### src/ocfr_pkg.sv
// package: command code, field layout, reset value and timing for the over-current response
package ocfr_pkg;
  localparam logic [7:0] CMD_OC_ACTION = 8'h47;
  localparam logic [7:0] OC_ACTION_RESET = 8'h00;
  localparam int RESP_MSB = 7;
  localparam int RESP_LSB = 6;
  localparam int RETRY_MSB = 5;
  localparam int RETRY_LSB = 3;
  localparam int DELAY_MSB = 2;
  localparam int DELAY_LSB = 0;
  localparam logic [2:0] RETRY_NONE = 3'h0;
  localparam logic [2:0] RETRY_FOREVER = 3'h7;
  // default delay unit in microseconds and its cycle count at 25 MHz
  localparam int DELAY_UNIT_US = 10;
  localparam int CLOCK_MHZ = 25;
  localparam int UNIT_CYCLES = DELAY_UNIT_US * CLOCK_MHZ;
  typedef enum logic [1:0] {
    RESP_IGNORE = 2'h0,
    RESP_RIDE_THROUGH = 2'h1,
    RESP_SHUTDOWN = 2'h2,
    RESP_FOLLOW = 2'h3
  } resp_e;
  typedef struct packed {
    logic [1:0] response;
    logic [2:0] retries;
    logic [2:0] delay;
  } oc_action_s;
  typedef struct packed {
    logic wr;
    logic rd;
    logic [7:0] cmd;
    logic [7:0] wdata;
  } cmd_req_s;
endpackage

### src/overcurrent_fault_response.sv
// over-current fault response controller with its command register
module overcurrent_fault_response #(
  parameter int UNIT_CYC = ocfr_pkg::UNIT_CYCLES,
  parameter int RESTART_CYC = 16
) (
  input wire logic clock_in,
  input wire logic rst_b_in,
  input wire ocfr_pkg::cmd_req_s cmd_in,
  output logic [7:0] rdata_out,
  output logic cmd_ack_out,
  input wire logic oc_fault_in,
  input wire logic enable_cmd_in,
  input wire logic bias_ok_in,
  input wire logic other_fault_in,
  input wire logic clear_fault_in,
  output logic output_enable_out,
  output logic fault_latched_out,
  output logic [2:0] attempts_out
);
  import ocfr_pkg::*;

  typedef enum logic [2:0] {RUN, RIDE, OFF_WAIT, RESTART, HOLD_OFF, LATCHED} st_e;

  // power-of-two decode of the delay field
  function automatic logic [31:0] delay_cycles(input logic [2:0] code);
    delay_cycles = (32'h1 << code) * 32'(UNIT_CYC);
  endfunction

  logic [1:0] flt_sync_r;
  oc_action_s cfg_r;
  oc_action_s cfg_nxt;
  st_e st_r;
  st_e st_nxt;
  logic [31:0] tmr_r;
  logic [31:0] tmr_nxt;
  logic [2:0] att_r;
  logic [2:0] att_nxt;
  logic [7:0] rdata_r;
  logic [7:0] rdata_nxt;
  logic ack_r;
  logic ack_nxt;

  // command decode: only the response command is acknowledged
  wire cmd_hit = cmd_in.cmd == CMD_OC_ACTION;
  wire wr_hit = cmd_in.wr && cmd_hit;
  wire rd_hit = cmd_in.rd && cmd_hit;
  wire rd_other = cmd_in.rd && !cmd_hit;
  assign ack_nxt = wr_hit || rd_hit;
  assign cfg_nxt = wr_hit ? oc_action_s'(cmd_in.wdata) : cfg_r;
  // a read of any other command returns zero
  assign rdata_nxt = rd_hit ? 8'(cfg_r) : (rd_other ? 8'h00 : rdata_r);

  // fault handling conditions
  wire fault = flt_sync_r[1];
  wire stop_all = !enable_cmd_in || !bias_ok_in || other_fault_in;
  wire [31:0] spacing = delay_cycles(cfg_r.delay);
  wire endless = cfg_r.retries == RETRY_FOREVER;
  wire retries_left = endless || (att_r < cfg_r.retries);
  // timer counts down to zero and holds there
  wire tmr_done = tmr_r == 32'h0;
  wire [31:0] tmr_dec = tmr_done ? 32'h0 : tmr_r - 32'h1;
  wire [2:0] att_inc = endless ? att_r : att_r + 3'h1;

  // two-flop synchroniser for the asynchronous fault level
  always_ff @(posedge clock_in or negedge rst_b_in) begin
    if (!rst_b_in) begin
      flt_sync_r <= 2'h0;
    end else begin
      flt_sync_r <= {flt_sync_r[0], oc_fault_in};
    end
  end

  always_ff @(posedge clock_in or negedge rst_b_in) begin
    if (!rst_b_in) begin
      ack_r <= 1'b0;
    end else begin
      ack_r <= ack_nxt;
    end
  end

  always_ff @(posedge clock_in or negedge rst_b_in) begin
    if (!rst_b_in) begin
      cfg_r <= oc_action_s'(OC_ACTION_RESET);
    end else begin
      cfg_r <= cfg_nxt;
    end
  end

  always_ff @(posedge clock_in or negedge rst_b_in) begin
    if (!rst_b_in) begin
      rdata_r <= 8'h00;
    end else begin
      rdata_r <= rdata_nxt;
    end
  end

  // decide where a confirmed fault leads under the retry field
  function automatic st_e after_fault(input logic more);
    if (cfg_r.retries == RETRY_NONE) begin
      after_fault = LATCHED;
    end else if (more) begin
      after_fault = OFF_WAIT;
    end else begin
      after_fault = LATCHED;
    end
  endfunction

  // response state machine
  always_comb begin
    st_nxt = st_r;
    tmr_nxt = tmr_dec;
    att_nxt = att_r;
    unique case (st_r)
      RUN: begin
        if (clear_fault_in) begin
          att_nxt = 3'h0;
        end
        if (fault) begin
          unique case (resp_e'(cfg_r.response))
            RESP_IGNORE: st_nxt = RUN;
            RESP_RIDE_THROUGH: begin
              st_nxt = RIDE;
              tmr_nxt = spacing;
            end
            RESP_SHUTDOWN: begin
              st_nxt = after_fault(retries_left);
              tmr_nxt = spacing;
            end
            RESP_FOLLOW: st_nxt = HOLD_OFF;
          endcase
        end
      end
      RIDE: begin
        if (!fault) begin
          st_nxt = RUN;
        end else if (tmr_done) begin
          st_nxt = after_fault(retries_left);
          tmr_nxt = spacing;
        end
      end
      OFF_WAIT: begin
        if (stop_all) begin
          st_nxt = LATCHED;
        end else if (tmr_done) begin
          st_nxt = RESTART;
          tmr_nxt = 32'(RESTART_CYC);
          att_nxt = att_inc;
        end
      end
      RESTART: begin
        if (stop_all) begin
          st_nxt = LATCHED;
        end else if (fault) begin
          // next attempt starts one spacing after the fault that ends this one
          st_nxt = after_fault(retries_left);
          tmr_nxt = spacing;
        end else if (tmr_done) begin
          st_nxt = RUN;
          att_nxt = 3'h0;
        end
      end
      HOLD_OFF: begin
        if (!fault) begin
          st_nxt = RUN;
        end
      end
      LATCHED: begin
        if (clear_fault_in) begin
          st_nxt = RUN;
          att_nxt = 3'h0;
        end
      end
      default: st_nxt = LATCHED;
    endcase
  end

  // state, timer and attempt registers
  always_ff @(posedge clock_in or negedge rst_b_in) begin
    if (!rst_b_in) begin
      st_r <= RUN;
    end else begin
      st_r <= st_nxt;
    end
  end

  always_ff @(posedge clock_in or negedge rst_b_in) begin
    if (!rst_b_in) begin
      tmr_r <= 32'h0;
    end else begin
      tmr_r <= tmr_nxt;
    end
  end

  always_ff @(posedge clock_in or negedge rst_b_in) begin
    if (!rst_b_in) begin
      att_r <= 3'h0;
    end else begin
      att_r <= att_nxt;
    end
  end

  // output is on while running, riding through or trying a restart
  wire on_state = (st_r == RUN) || (st_r == RIDE) || (st_r == RESTART);
  assign output_enable_out = on_state;
  assign fault_latched_out = st_r == LATCHED;
  assign attempts_out = att_r;
  assign rdata_out = rdata_r;
  assign cmd_ack_out = ack_r;
endmodule

### config.mk
export PLATFORM = sky130hd
export DESIGN_NAME = overcurrent_fault_response
export DESIGN_NICKNAME = d
export VERILOG_FILES = /design/src/ocfr_pkg.sv /design/src/overcurrent_fault_response.sv
export SDC_FILE = /design/constraint.sdc
export NUM_CORES = 1
export LEC_CHECK = 0
export ABC_AREA = 1
export BUFFER_PORTS_ARGS = -buffer_cell sky130_fd_sc_hd__buf_2
export CORE_UTILIZATION = 59
export DETAILED_ROUTE_END_ITERATION = 7
export GPL_TIMING_DRIVEN = 0
export PLACE_DENSITY = 0.81
export SLEW_MARGIN = 40
export SYNTH_ARGS = -nofsm -noshare
export SYNTH_HDL_FRONTEND = slang
export SYNTH_SLANG_ARGS = --single-unit
### constraint.sdc
create_clock -name clock_in -period 5.2 [get_ports clock_in]
set_clock_uncertainty 0.2 [all_clocks]
set_input_delay 0.78 -clock clock_in [delete_from_list [all_inputs] [get_ports clock_in]]
set_output_delay 0.78 -clock clock_in [all_outputs]
set_load 0.02 [all_outputs]
## Word level (Yosys, flattened, before mapping)

Index checks and enable logic that the tools add are counted.

- Register bits after elaboration: 57
- Input port bits: 25
- Output and inout bits: 14
- Logic and storage cells: 91

- Add/subtract/negate cells: 2
- $mul: 1
- Magnitude comparators: 1
- Equal/unequal tests: 23
- Shift operators: 1
- Mux-type cells: 32
- Reductions and logical operators: 22

Operators by type and width:

| operator | count |
|---|---|
| $mux W32 | 9 |
| $pmux W32 S4 | 1 |
| $mux W3 | 17 |
| $logic_not A32 Y1 | 1 |
| $mul A32 B7 Y31 const B | 1 |
| $shl A1 B3 Y32 const A | 1 |
| $sub A32 B1 Y32 const B | 1 |
| $ne A2 B2 Y1 const B | 9 |
| $pmux W3 S6 | 1 |
| $mux W8 | 2 |
| $pmux W3 S4 | 1 |
| $eq A3 B3 Y1 const B | 3 |
| $pmux W3 S3 | 1 |
| $eq A8 B7 Y1 const B | 1 |
| $reduce_and A8 Y1 | 1 |
| $eq A3 B2 Y1 const B | 2 |
| $logic_not A3 Y1 | 2 |
| $logic_or A1 B1 Y1 | 6 |
| $ne A3 B3 Y1 const B | 2 |
| $reduce_and A6 Y1 | 1 |
| $eq A2 B2 Y1 const B | 2 |
| $ne A4 B4 Y1 const B | 1 |
| $reduce_or A2 Y1 | 2 |
| $add A3 B1 Y3 const B | 1 |
| other kinds (9) | 13 |

## Depth between registers and ports, before layout

- Depth in word-level cells: 7
- Gate-level depth with buffers: 21

## Least setup slack after synthesis

No wires, ideal clock.

- Path kind: register to register
- From: register cfg_r[1] (netlist bit)
- To: register tmr_r[14]
- Setup time: 126 ps
- Arrival time: 4266 ps
- Setup slack: 608 ps
- Cell stages (with the launch flop): 18
- Buffers on the path: 0
- Clock period less this slack: 4592 ps
- Path through: dfrtp_1 -> inv_1 -> nor3_1 -> fa_1 -> xor2_1 -> ha_1 -> fa_1 -> inv_1 -> fa_1 -> inv_1 -> ha_1 -> nand2_1 -> o21ai_0 -> a21oi_1 -> o21bai_1 -> nand2_1 -> nand2_1 -> o22ai_2

- Word-level cells in the longest chain between the ends: 5
- Elaborated cells on any way between the ends: 9

RTL lines:

| element | line | RTL |
|---|---|---|
| start, declared | overcurrent_fault_response.sv:30 | `oc_action_s cfg_r;` |
| start signal, assigned | overcurrent_fault_response.sv:83 | `cfg_r <= oc_action_s'(OC_ACTION_RESET);` |
| start signal, assigned | overcurrent_fault_response.sv:85 | `cfg_r <= cfg_nxt;` |
| $shl A1 B3 Y32 (*) | overcurrent_fault_response.sv:26 | `delay_cycles = (32'h1 << code) * 32'(UNIT_CYC);` |
| $mul A32 B7 Y31 (*) | overcurrent_fault_response.sv:26 |  |
| $mux W32, on equally long branches | overcurrent_fault_response.sv:153, overcurrent_fault_response.sv:119, overcurrent_fault_response.sv:136 |  |
| $mux W32, on equally long branches | overcurrent_fault_response.sv:151, overcurrent_fault_response.sv:118, overcurrent_fault_response.sv:134 |  |
| $pmux W32 S4 (*) | overcurrent_fault_response.sv:113 | `unique case (st_r)` |
| via tmr_nxt[14] | overcurrent_fault_response.sv:35 | `logic [31:0] tmr_nxt;` |
| end signal, assigned | overcurrent_fault_response.sv:190 | `tmr_r <= tmr_nxt;` |
| end, declared | overcurrent_fault_response.sv:34 | `logic [31:0] tmr_r;` |

The timed path passes the listed nets; every way through them passes the cells marked *.
A chain may end at the register's enable or synchronous reset.

## Worst setup path in the final report

- From: register cfg_r[2] (netlist bit)
- To: register tmr_r[17]

Same word-level chain as after synthesis.

==> results.sh <==
export IMPL_synth_cells=658
export IMPL_vdd_drop_max_mv=0.247
export IMPL_layout_drive_gt1_share_pct=13.1
export IMPL_cpLargestDelayFamily="adder cells"
export IMPL_ys_types=39
export IMPL_antenna_cells=0
export IMPL_utilization_pct=67.1
export IMPL_dr_total_vias=4405
export IMPL_overflow=0
export IMPL_vias_per_cell=5.40
export IMPL_max_slew_margin_pct=51.5
export IMPL_grt_max_degree=58
export IMPL_grt_pass1_vias=4374
export IMPL_setup_viol=0
export IMPL_stdcell_count=816
export IMPL_criticalPathCategory="reg -> reg"
export IMPL_place_gp_congestion=0.925
export IMPL_die_y_um=93.6
export IMPL_wire_per_inst_um=13.7
export IMPL_cp_depth=17
export IMPL_antenna_found_initial=0
export IMPL_grt_pass1_wl_um=19600
export IMPL_p_sw_mw=0.787
export IMPL_start_util_pct=60.5
export IMPL_max_cap_violations=0
export IMPL_avgSynthCellArea_sq_um=7.52
export IMPL_met2_usage_pct=48.0
export IMPL_dieArea_sq_um=8760
export IMPL_status="complete, but fails checks"
export IMPL_worstPathRequired_ps=5280
export IMPL_detail_route_antenna_nets=0
export IMPL_grt_busiest_layer="met2"
export IMPL_io_pins=39
export IMPL_rsz0062_at_grt="false"
export IMPL_cts_sinks=57
export IMPL_cp_buffers_inverters=3
export IMPL_p_sw_share_pct=43.0
export IMPL_die_w_um=93.6
export IMPL_cp_slowest_cell="fa_1"
export IMPL_row_count=33
export IMPL_grt_use_met1_pct=36.2
export IMPL_worstMarginPinSlew_ps=728
export IMPL_path_cells="inv_1 > nor3_1 > inv_1 > fa_1 > fa_1 > inv_1 > fa_1 > ha_1 > ha_1 > nand2_1 > nor2_1 > nand3_1 > nand3_1 > nand2_1 > o21ai_0 > nand3_1 > nand2_1"
export IMPL_drc=2
export IMPL_htree_levels=3
export IMPL_dpl_cell_count=800
export IMPL_min_period_ps=4830
export IMPL_endpoint_kind="register"
export IMPL_finalCritPeriodShare_pct=92.9
export IMPL_synthesis_area_sq_um=4950
export IMPL_port_buffers=37
export IMPL_max_freq_ghz=0.207
export IMPL_pwr_share_seq_pct=33.5
export IMPL_yosys_warnings=0
export IMPL_worstPathMaxFanout=6
export IMPL_root_buffer="clkbuf_8"
export IMPL_failed_checks="design-rule violations"
export IMPL_slew_violations=0
export IMPL_initialDrtViolationCount=365
export IMPL_power_density_nw_per_um2=334
export IMPL_syn_nets=750
export IMPL_cp_start_kind="register"
export IMPL_grt_usage_pct=28.6
export IMPL_reg2reg_depth=17
export IMPL_cts_buffers=9
export IMPL_fillCellCount=705
export IMPL_min_path_cells=0
export IMPL_cts_tree="yes"
export IMPL_clock_latency_ps=340
export IMPL_total_leakage_power_nw=2.97
export IMPL_p_clk_share_pct=22.7
export IMPL_path_clk_slew_ps=70
export IMPL_ys_seq_area_share_pct=28.8
export IMPL_core_area_sq_um=8180
export IMPL_met3_usage_pct=6.10
export IMPL_final_hold_viol_count=0
export IMPL_slowest_delay_ps=560
export IMPL_tns_ps=0
export IMPL_layout_nets=798
export IMPL_clock_path_buffers=2
export IMPL_area_delta_synth_final_pct=10.8
export IMPL_wl_um=11200
export IMPL_synth_seq_cells=57
export IMPL_pwr_share_comb_pct=43.8
export IMPL_dp_hpwl_um=8640
export IMPL_worstPathArrival_ps=4920
export IMPL_internal_power_mw=1.05
export IMPL_dr_pass1_iters=6
export IMPL_hp_class="reg -> reg"
[per-stage QoR]
stage	total power [mW]	hold WS, ps	setup WS [ps]	area, sq um
2_1_floorplan	1.22	131	608	4950
3_3_place_gp	1.37	137	85.0	5270
3_5_place_dp	1.40	137	155	5280
4_1_cts	1.83	155	136	5470
5_1_grt	2.00	167	134	5480
6_report	1.83	154	367	5480
[registers in the layout, summed over array words and instances, names as in the netlist]
name          flops
attempts_out      3
cfg_r             8
cmd_ack_out       1
flt_sync_r        2
rdata_out         8
st_r              3
tmr_r            32
[area by class of cell]
cell class	instances	area (sq um)	share of cell area, %
plain buffers	7	41.3	0.753
clock buffers	9	124	2.26
clock inverters	7	71.3	1.30
inverters	112	420	7.67
multi-input cells	482	3080	56.2
flip-flops and latches	57	1430	26.0
well taps	105	131	2.40
repair buffers	37	188	3.42
[synthesized netlist by cell type]
master	instances	area (sq um)
o21ai_4	1	16.3
o22ai_1	8	50.1
o21bai_1	1	7.51
xnor2_1	4	35.0
xor2_1	22	193
or2_2	2	12.5
o21ai_1	8	40.0
nand3b_1	1	7.51
buf_2	3	15.0
nor4_1	3	18.8
o21a_1	1	7.51
inv_1	108	405
nand3_1	30	150
conb_1	1	3.75
dfrtp_1	57	1430
a21o_1	3	22.5
nor2_4	2	22.5
a21oi_1	39	195
ha_1	47	588
and2_1	1	6.26
nor2_2	8	50.1
clkbuf_1	2	7.51
nand4_1	5	31.3
nand4_2	1	12.5
a21oi_2	2	17.5
o21ai_0	23	115
nand2_1	124	465
nor3_1	15	75.1
fa_1	20	400
nand2_2	5	31.3
inv_2	3	11.3
a31oi_1	4	25.0
a211oi_1	2	15.0
nor2_1	90	338
buf_4	1	7.51
o22ai_2	8	100
nor3b_1	1	7.51
clkinv_1	1	3.75
buf_6	1	11.3
[logic make-up after synthesis]
kind of cell	share of synthesized area [%]
buf+inv	9.33
compound gates	12.4
simple gates	24.8
xor+xnor	4.60
flops	28.8
fa+ha+maj	20.0
other cells	0.0758
[per-layer routing]
layer	routed length [um]	vias up	share of wire (%)
met1	4970	2056	45
met4	259	0	2.3
met3	509	27	4.6
met2	5420	121	49
li1	-	2201	-
met5	0	-	0
[final timing paths]
check                         startpoint  slack [ps]            end
setup / recovery                cfg_r[2]         370      tmr_r[17]
setup reg to reg                cfg_r[2]         370      tmr_r[17]
min in group asynchronous       rst_b_in         290      tmr_r[14]
max in group asynchronous       rst_b_in        4020   rdata_out[2]
hold / removal             flt_sync_r[0]         150  flt_sync_r[1]
hold reg to reg            flt_sync_r[0]         150  flt_sync_r[1]
[timing repair]
action	CTS	global route
setup buffers	0	0
setup endpoints to repair	0	4
hold buffers	0	0
resized for setup	0	3
[placed cells by master (no fill, tap or decap), types with 3 or more instances in the layout]
master	count
a21o_1	3
a21oi_1	39
a31oi_1	4
buf_2	39
clkbuf_8	9
clkinvlp_4	3
dfrtp_1	57
fa_1	20
ha_1	47
inv_1	108
inv_2	3
nand2_1	124
nand2_2	5
nand3_1	30
nand4_1	5
nor2_1	90
nor2_2	8
nor3_1	12
nor4_1	3
o21ai_0	22
o21ai_1	9
o22ai_1	8
o22ai_2	8
xnor2_1	4
xor2_1	22
[power by group through the flow]
stage	clock [mW]	combinational (mW)	sequential, mW
6_report	0.416	0.803	0.614
5_1_grt	0.450	0.923	0.626
4_1_cts	0.422	0.798	0.611
3_5_place_dp	0	0.787	0.616
3_3_place_gp	0	0.765	0.609
2_1_floorplan	0	0.617	0.604
Power figures use the tool's default switching activity.
